===== src/rtl/iocn_pkg.sv =====
// Package for the port and change-notice block: widths and reset values.
// Assumes nothing of its surroundings; every file names items as pkg::name.
package iocn_pkg;

    // ==========================================================
    // Widths
    // ==========================================================
    localparam int unsigned PORT_WIDTH      = 16;
    localparam int unsigned CHANGE_PIN_MAX  = 16;

    // ==========================================================
    // Reset values
    // ==========================================================
    localparam logic [15:0] ANALOG_SEL_RST  = 16'h0000;
    localparam logic [15:0] DIRECTION_RST   = 16'hffff;
    localparam logic [15:0] LATCH_RST       = 16'h0000;
    localparam logic [15:0] OPEN_DRAIN_RST  = 16'h0000;
    localparam logic [15:0] CHG_EN_RST      = 16'h0000;
    localparam logic [15:0] PULLUP_RST      = 16'h0000;

endpackage : iocn_pkg


===== src/rtl/iocn_port.sv =====
// Top of the I/O port with change notification.
// Assumes control words come from same-clock logic; pins are asynchronous.
//
// What this block does
// - Open-drain select makes pin drive low only.
// - Analog pin driven as output converts driven level.
// - Analog/digital select resets to zero, analog.
// - Analog pins read as zero.
// - Digital inputs are not routed to converter.
// - Enabled pin change raises interrupt request.
// - Change detection works while clocks stop.
// - At most sixteen change-notify inputs.
// - Per-pin enable gates change interrupt.
// - Per-pin pull-up enable turns weak pull-up on.
`timescale 1ns/10ps
`default_nettype none
module iocn_port #(
    parameter int unsigned WIDTH = iocn_pkg::PORT_WIDTH
) (
    input  wire logic             clk,
    input  wire logic             rst_n,
    input  wire logic             clk_en,
    input  wire logic             cfg_we,
    input  wire logic [WIDTH-1:0] direction_select_wr,
    input  wire logic [WIDTH-1:0] output_latch_wr,
    input  wire logic [WIDTH-1:0] open_drain_select_wr,
    input  wire logic [WIDTH-1:0] analog_digital_select_wr,
    input  wire logic [WIDTH-1:0] change_irq_enable_wr,
    input  wire logic [WIDTH-1:0] weak_pullup_enable_wr,
    input  wire logic             change_flag_clr,
    input  wire logic [WIDTH-1:0] pin_in,
    output var  logic [WIDTH-1:0] pin_out,
    output var  logic [WIDTH-1:0] pin_oe,
    output var  logic [WIDTH-1:0] pullup_on,
    output var  logic [WIDTH-1:0] adc_level,
    output var  logic [WIDTH-1:0] adc_route,
    output var  logic [WIDTH-1:0] port_value,
    output var  logic [WIDTH-1:0] direction_select,
    output var  logic [WIDTH-1:0] output_latch,
    output var  logic [WIDTH-1:0] analog_digital_select,
    output var  logic             change_flag,
    output var  logic             wake_req
);
    // ==========================================================
    // Configuration registers
    // ==========================================================
    // All six words load on one strobe, so a pin never shows a mix of
    // old and new settings; software rewrites every word each time.
    logic cfg_load;

    assign cfg_load = clk_en && cfg_we;

    // Direction: a set bit makes the pin an input. Pins start as inputs
    // so nothing is driven onto the board before software decides.
    logic [WIDTH-1:0] dir_q;
    logic [WIDTH-1:0] dir_d;

    always_comb begin
        dir_d = dir_q;
        if (cfg_load) begin
            dir_d = direction_select_wr;
        end
    end

    always_ff @(posedge clk) begin
        if (!rst_n) begin
            dir_q <= WIDTH'(iocn_pkg::DIRECTION_RST);
        end else begin
            dir_q <= dir_d;
        end
    end

    // Output latch: the level driven on pins set as outputs.
    logic [WIDTH-1:0] lat_q;
    logic [WIDTH-1:0] lat_d;

    always_comb begin
        lat_d = lat_q;
        if (cfg_load) begin
            lat_d = output_latch_wr;
        end
    end

    always_ff @(posedge clk) begin
        if (!rst_n) begin
            lat_q <= WIDTH'(iocn_pkg::LATCH_RST);
        end else begin
            lat_q <= lat_d;
        end
    end

    // Open-drain select: a set bit lets the pin pull low only; the high
    // level then comes from a pull-up outside the block.
    logic [WIDTH-1:0] od_q;
    logic [WIDTH-1:0] od_d;

    always_comb begin
        od_d = od_q;
        if (cfg_load) begin
            od_d = open_drain_select_wr;
        end
    end

    always_ff @(posedge clk) begin
        if (!rst_n) begin
            od_q <= WIDTH'(iocn_pkg::OPEN_DRAIN_RST);
        end else begin
            od_q <= od_d;
        end
    end

    // Analog/digital select: a clear bit gives the pin to the converter.
    // Reset leaves every shared pin analog, which draws no input current.
    logic [WIDTH-1:0] ads_q;
    logic [WIDTH-1:0] ads_d;

    always_comb begin
        ads_d = ads_q;
        if (cfg_load) begin
            ads_d = analog_digital_select_wr;
        end
    end

    always_ff @(posedge clk) begin
        if (!rst_n) begin
            ads_q <= WIDTH'(iocn_pkg::ANALOG_SEL_RST);
        end else begin
            ads_q <= ads_d;
        end
    end

    // Change enables: only these pins can raise the change flag.
    logic [WIDTH-1:0] cen_q;
    logic [WIDTH-1:0] cen_d;

    always_comb begin
        cen_d = cen_q;
        if (cfg_load) begin
            cen_d = change_irq_enable_wr;
        end
    end

    always_ff @(posedge clk) begin
        if (!rst_n) begin
            cen_q <= WIDTH'(iocn_pkg::CHG_EN_RST);
        end else begin
            cen_q <= cen_d;
        end
    end

    // Weak pull-ups: useful with buttons on inputs; software should
    // leave them off on pins that it drives.
    logic [WIDTH-1:0] pu_q;
    logic [WIDTH-1:0] pu_d;

    always_comb begin
        pu_d = pu_q;
        if (cfg_load) begin
            pu_d = weak_pullup_enable_wr;
        end
    end

    always_ff @(posedge clk) begin
        if (!rst_n) begin
            pu_q <= WIDTH'(iocn_pkg::PULLUP_RST);
        end else begin
            pu_q <= pu_d;
        end
    end

    assign direction_select      = dir_q;
    assign output_latch          = lat_q;
    assign analog_digital_select = ads_q;

    // ==========================================================
    // Pin synchronisation and per-pin cells
    // ==========================================================
    logic [WIDTH-1:0] pin_sync;
    logic [WIDTH-1:0] port_rd;

    iocn_sync2 #(.WIDTH(WIDTH)) u_sync (
        .clk      (clk),
        .rst_n    (rst_n),
        .clk_en   (clk_en),
        .async_in (pin_in),
        .sync_out (pin_sync)
    );

    for (genvar i = 0; i < WIDTH; i++) begin : g_pin
        iocn_pin_cell u_cell (
            .pin_sync              (pin_sync[i]),
            .pin_raw               (pin_in[i]),
            .direction_select      (dir_q[i]),
            .output_latch          (lat_q[i]),
            .open_drain_select     (od_q[i]),
            .analog_digital_select (ads_q[i]),
            .weak_pullup_enable    (pu_q[i]),
            .pin_out               (pin_out[i]),
            .pin_oe                (pin_oe[i]),
            .pullup_on             (pullup_on[i]),
            .port_read             (port_rd[i]),
            .adc_level             (adc_level[i]),
            .adc_route             (adc_route[i])
        );
    end

    // ==========================================================
    // Read-back and change notification
    // ==========================================================
    // Only the low sixteen pins can carry a change-notice input.
    localparam int unsigned NCN =
        (WIDTH < iocn_pkg::CHANGE_PIN_MAX) ? WIDTH : iocn_pkg::CHANGE_PIN_MAX;

    // Read-back lags the synchronised pins by one cycle; after a
    // direction or latch change software waits out the synchroniser too.
    logic [WIDTH-1:0] pv_q;
    logic [WIDTH-1:0] pv_d;

    always_comb begin
        pv_d = pv_q;
        if (clk_en) begin
            pv_d = port_rd;
        end
    end

    always_ff @(posedge clk) begin
        if (!rst_n) begin
            pv_q <= '0;
        end else begin
            pv_q <= pv_d;
        end
    end

    assign port_value = pv_q;

    // ==========================================================
    // Change notification
    // ==========================================================
    // The last sample is the reference for change detection. It resets
    // low but follows pin_sync on every clk_en cycle, so enabling a pin that is already high does not flag.
    logic [WIDTH-1:0] last_q;
    logic [WIDTH-1:0] last_d;

    always_comb begin
        last_d = last_q;
        if (clk_en) begin
            last_d = pin_sync;
        end
    end

    always_ff @(posedge clk) begin
        if (!rst_n) begin
            last_q <= '0;
        end else begin
            last_q <= last_d;
        end
    end

    logic [NCN-1:0] diff;
    logic           state_change;

    always_comb begin
        diff         = (pin_sync[NCN-1:0] ^ last_q[NCN-1:0])
                     & cen_q[NCN-1:0];
        state_change = |diff;
    end

    // A change seen in the clear cycle keeps the flag set, so an event
    // that lands between reading the flag and clearing it is not lost.
    logic flag_q;
    logic flag_d;

    always_comb begin
        flag_d = flag_q;
        if (clk_en) begin
            if (state_change) begin
                flag_d = 1'b1;
            end else if (change_flag_clr) begin
                flag_d = 1'b0;
            end
        end
    end

    always_ff @(posedge clk) begin
        if (!rst_n) begin
            flag_q <= 1'b0;
        end else begin
            flag_q <= flag_d;
        end
    end

    assign change_flag = flag_q;

    // While clocks are stopped the raw pins are compared with the last
    // sampled level, so a change can wake the processor without edges.
    // This path skips the synchroniser on purpose: a glitch may wake the
    // processor for nothing, which costs power but never loses a change.
    logic [NCN-1:0] wake_diff;

    always_comb begin
        wake_diff = (pin_in[NCN-1:0] ^ last_q[NCN-1:0])
                  & cen_q[NCN-1:0];
        wake_req  = |wake_diff;
    end
endmodule : iocn_port
`default_nettype wire


===== src/rtl/iocn_sync2.sv =====
// Two-flip-flop synchroniser for a vector of pin levels.
// Assumes the inputs are asynchronous to clk; only the second stage is read.
`timescale 1ns/10ps
`default_nettype none
module iocn_sync2 #(
    parameter int unsigned WIDTH = 16
) (
    input  wire logic             clk,
    input  wire logic             rst_n,
    input  wire logic             clk_en,
    input  wire logic [WIDTH-1:0] async_in,
    output var  logic [WIDTH-1:0] sync_out
);
    logic [WIDTH-1:0] meta_q;
    logic [WIDTH-1:0] meta_d;
    logic [WIDTH-1:0] sync_q;
    logic [WIDTH-1:0] sync_d;

    always_comb begin
        meta_d = meta_q;
        sync_d = sync_q;
        if (clk_en) begin
            meta_d = async_in;
            sync_d = meta_q;
        end
    end

    always_ff @(posedge clk) begin
        if (!rst_n) begin
            meta_q <= '0;
            sync_q <= '0;
        end else begin
            meta_q <= meta_d;
            sync_q <= sync_d;
        end
    end

    assign sync_out = sync_q;
endmodule : iocn_sync2
`default_nettype wire


===== src/rtl/iocn_pin_cell.sv =====
// One I/O pin: drive, open-drain, pull-up and converter routing.
// Assumes the pin level arrives already synchronised for the read path.
`timescale 1ns/10ps
`default_nettype none
module iocn_pin_cell (
    input  wire logic pin_sync,
    input  wire logic pin_raw,
    input  wire logic direction_select,
    input  wire logic output_latch,
    input  wire logic open_drain_select,
    input  wire logic analog_digital_select,
    input  wire logic weak_pullup_enable,
    output var  logic pin_out,
    output var  logic pin_oe,
    output var  logic pullup_on,
    output var  logic port_read,
    output var  logic adc_level,
    output var  logic adc_route
);
    logic drive_en;
    logic analog;

    always_comb begin
        analog   = ~analog_digital_select;
        drive_en = ~direction_select;
        // An open-drain pin only pulls low and lets go for a high.
        pin_out  = open_drain_select ? 1'b0 : output_latch;
        pin_oe   = drive_en & (~open_drain_select | ~output_latch);
        pullup_on = weak_pullup_enable;
        port_read = analog ? 1'b0 : pin_sync;
        adc_route = analog;
        // With the driver on, the converter sees the driven level.
        adc_level = drive_en ? output_latch : pin_raw;
    end
endmodule : iocn_pin_cell
`default_nettype wire


===== config.mk =====
export PLATFORM = sky130hd
export DESIGN_NAME = iocn_port
export DESIGN_NICKNAME = d
export VERILOG_FILES = /design/src/rtl/iocn_pkg.sv /design/src/rtl/iocn_port.sv /design/src/rtl/iocn_sync2.sv /design/src/rtl/iocn_pin_cell.sv
export SDC_FILE = /design/constraint.sdc
export NUM_CORES = 1
export LEC_CHECK = 0
export CAP_MARGIN = 20
export CORE_ASPECT_RATIO = 1.1
export CORE_MARGIN = 1
export CORE_UTILIZATION = 35
export CTS_CLUSTER_DIAMETER = 60
export DETAILED_ROUTE_END_ITERATION = 10
export DONT_BUFFER_PORTS = 1
export SYNTH_ARGS = -nofsm -noshare
export SYNTH_HDL_FRONTEND = slang
export SYNTH_SLANG_ARGS = --single-unit
export TNS_END_PERCENT = 5

===== constraint.sdc =====
create_clock -name clk -period 2.6 [get_ports clk]
set_input_delay 0.26 -clock clk [delete_from_list [all_inputs] [get_ports clk]]
set_output_delay 0.26 -clock clk [all_outputs]
set_load 0.01 [all_outputs]

Yosys cells after proc, flatten, opt, wreduce, memory -nomap -nowiden
Cells that the tools add are included.
Widths: inputs -> output; s select.
Storage, ports and cells
  output and inout port bits: 146
  flip-flop bits (word level): 161
Cells by class
  reductions and logical operators: 5
  multiplexer cells: 50
  bitwise gates (word level): 100
Operators with widths (count)
  $not 1->1: 64
  $mux 1: 50
  $and 16x16->16: 2
  $reduce_or 16->1: 2
  $xor 16x16->16: 2
  $and 1x1->1: 16
  $or 1x1->1: 16
  $reduce_and 2->1: 1
  $reduce_bool 2->1: 1
  $logic_and 1x1->1: 1

Depth between registers and ports, before layout
  word-level depth: 5
  mapped depth: 6
  mapped depth without buffers: 5

Cells and area by module
From an unflattened synthesis, not the netlist that was laid out.
Second synthesis, totals
  cell total of the unflattened synthesis: 776
  area total of the unflattened synthesis: 7116.8 um^2
By module, submodules not included
  iocn_port: cells an instance 577, times used 1, area each 5172.5 um^2, seq. area each 2582.5 um^2
  iocn_sync2: cells an instance 103, times used 1, area each 1243.7 um^2, seq. area each 640.6 um^2
  iocn_pin_cell: cells an instance 6, times used 16, area each 43.8 um^2, seq. area each 0.0 um^2

Worst setup path before layout
No wires, ideal clock.
  path kind: reg-to-output
  start point: register last_q[12]
  end point: output wake_req
  arrival time: 1042 ps
  stages on the path, launching flop included: 5
  buffers on the path: 0
  setup slack: 1298 ps
  cell sequence: dfxtp_1 xor2_1 a22o_1 a221oi_1 nand4_1
Between the ends
  word-level cells in the longest chain between the ends: 3
RTL lines
  start: declaration: RTL line iocn_port.sv:241  | logic [WIDTH-1:0] last_q;
  start signal: assignment: RTL line iocn_port.sv:255  | last_q <= last_d;
  $xor 16x16->16: RTL line iocn_port.sv:301  | wake_diff = (pin_in[NCN-1:0] ^ last_q[NCN-1:0])
  $and 16x16->16: RTL line iocn_port.sv:302  | & cen_q[NCN-1:0];
  $reduce_or 16->1: RTL line iocn_port.sv:303  | wake_req = |wake_diff;
  end: declaration: RTL line iocn_port.sv:42  | output var logic wake_req
No other way between the ends.

Worst setup path in the final report
Same ends and word-level chain as after synthesis.

==> impl_metrics.toml <==
[status]
status = "complete, no violations"

[yosys]
synth_area_leaders = "dfxtp_1, buf_4, nand2_1"
yosys.area.top_type = "dfxtp_1"
netlist_area_sq_mm = 0.00780
avgSynthCellArea_sq_um = 8.77
synth_cell_types = 25
ys_warn_count = 0
synth_ff_type = "dfxtp_1"
seq_area_frac_synth = 0.413
async_flop_share = 0
synth_top_area_frac = 0.413
synth_nets = 1007
synth_edf_count = 0
ys_ff_latch = 161
syn_inst = 890

[layout]
ff_latch_area_sq_mm = 0.00322
num-nets-final = 962
multi_input_area_sq_mm = 0.00331
drive_gt1_frac = 0.0641
num_antenna_cells = 0
area_growth_pct = 11.4
design_area_sq_mm = 0.00870
fillCellCount = 2202

[clocking]
cts_tree = "done"
ctsHtreeMaxLevel = 4
clockBufferDepth = 2
cts_setup_buffers = 0
ctsResizeCount = 0
path_clk_slew_ns = 0.07
ctsHoldBuffers = 107
numCtsBuffers = 17
root_buffer = "clkbuf_16"
cts_sinks = 161
insertion_delay_ns = 0.43

[worst_hold_path]
min_path_type = "primary input to flop"
holdPathStages = 2

[worst_setup_path]
crit_required_ns = 2.34
path_max_fanout = 3
reg2reg_slack_ns = 1.35
max_stage_delay_ns = 0.34
end_kind = "output port"
rr_worst_depth = 5
crit_chain = "xor2_1, a22o_1, a221oi_1, nand4_1"
crit_type = "flop to output port"
critPathLaunchType = "flop"
slowest_stage = "dfxtp_1"
worstPathArrival_ns = 1.74

[floorplanning]
die_h_microns = 159
dieArea_sq_mm = 0.0229
initial_core_util = 0.362
rows = 56
core_area_sq_mm = 0.0216
ios = 263
fp.dieW_microns = 144

[power_and_ir_drop]
p_per_area_mw_per_mm2 = 667
irDropWorstVdd_mv = 0.458
p_total_mw = 5.80
power.leakage_nw = 3.42

[grt]
grt_overflow_total = 0
grt_usage = 0.174
grt_pass1_vias = 5322
grt_max_degree = 162
grt_pass1_wl_mm = 29.6
antenna_found_initial = 0

[timing]
fmax_ghz = 0.499
hold_viol_final = 0
fin_skew_ns = 0.00796
finalWorstSetupSlack_ns = 0.597
maxSlewViolCount = 0
rsz0062_at_grt = "false"
period_share = 0.770
fin_setup_tns_ns = 0
holdWs_ns = 0.0160
period_minus_slack_ns = 2.00
setup-violations-final = 0
relSlewSlack = 0.423
worst_pin_slew_ns = 0.866

[routing]
vias = 5376
routed_wl_mm = 20.1
drc = 0
avgViaCountPerCell = 4.68
ant_nets = 0
wl_per_cell_microns = 17.5
drt_iter0_drc = 226
dr.pass1.iters = 4

[placed_design]
io_buffers = 0
place_ws_ns = 0.987
placed_area_sq_mm = 0.00700
dpl.hpwl_mm = 12.9
routabilityCongestion = 0.740

[job]
drv_cap = 0
-- per-layer routing --
| metal | wire, microns | vias up | share of wire | track usage |
|---|---|---|---|---|
| met5 | 0 | - | 0 | 0 |
| met2 | 9700 | 172 | 0.48 | 0.288 |
| li1 | - | 2685 | - | - |
| met4 | 430 | 0 | 0.021 | 0.0732 |
| met3 | 1220 | 24 | 0.061 | 0.0427 |
| met1 | 8770 | 2495 | 0.44 | 0.215 |
-- layout by cell type, fill, tap and decap left out, types with 2 or more instances in the layout --
cell           count
buf_4              3
nand2_1          193
a22oi_1            7
a21boi_0          67
bufinv_16          2
clkinvlp_4         2
a21oi_1           17
mux2_2            16
nand3_1           33
dlygate4sd3_1    107
dfxtp_1          161
nor2b_1           64
mux2i_1           48
inv_6              4
nand4_1            2
inv_8              2
a221oi_1           4
a21boi_1          29
clkinv_4           4
xor2_1            32
clkbuf_16         17
inv_1             16
a22o_1             4
nand2b_1          16
-- power by group --
| group | leakage, nW | internal (mW) | switching [mW] |
|---|---|---|---|
| Combinational | 1.81 | 0.281 | 0.250 |
| Sequential | 1.32 | 2.57 | 0.135 |
| Clock | 0.289 | 1.44 | 1.12 |
| Total | 3.42 | 4.29 | 1.50 |
-- Yosys cell counts (all sizes together), types with 2 or more instances --
master	instances
a21boi	96
dfxtp	161
nand2b	16
inv	16
a22oi	7
a22o	4
a221oi	4
nand3	33
nand4	2
mux2i	48
a21oi	17
xor2	32
nor2b	64
clkbuf	20
nand2	194
mux2	16
buf	156
-- worst max-delay path: cells and delay by family, from the launching register on --
kind	cells	cell delay [ns]
AND/OR/NAND/NOR	1	0.28
XOR/XNOR	1	0.15
AO/OA/AOI/OAI	2	0.55
flip-flops	1	0.34
-- registers in the layout, indices dropped and copies added (netlist names) --
signal                 count
u_sync.sync_out           16
change_flag                1
direction_select          16
cen_q                     16
output_latch              16
pu_q                      16
port_value                16
last_q                    16
analog_digital_select     16
u_sync.meta_q             16
od_q                      16
-- cell type report --
type / count / area share
multi-input combinational: 537 / 0.381
sequential: 161 / 0.371
timing repair buffer: 112 / 0.131
clock buffer: 17 / 0.0489
tap: 290 / 0.0417
clock inverter: 15 / 0.0199
inverter: 16 / 0.00691
-- metrics by stage --
stage               utilization  instances
floorplan                     -        890
global placement          0.324       1008
detailed placement        0.324       1008
CTS                       0.402       1147
global route              0.403       1148
finish                    0.403       1148
-- cell families (layout without fill, tap and decap cells) --
logic type | after synthesis | count (layout) | synth area share
compound gates | 130 | 130 | 0.121
xor+xnor | 32 | 32 | 0.0359
buf+inv | 192 | 160 | 0.164
flops | 161 | 161 | 0.413
mux | 64 | 64 | 0.0847
simple gates | 311 | 311 | 0.181
-- path summary, 6_finish.rpt --
| kind | start | to |
|---|---|---|
| setup / recovery | last_q[12] | wake_req |
| hold reg to reg | od_q[11] | od_q[11] |
| hold / removal | pin_in[15] | u_sync.meta_q[15] |
| setup reg to reg | u_sync.sync_out[8] | change_flag |
Note: power is estimated with default switching activity, not from simulation.
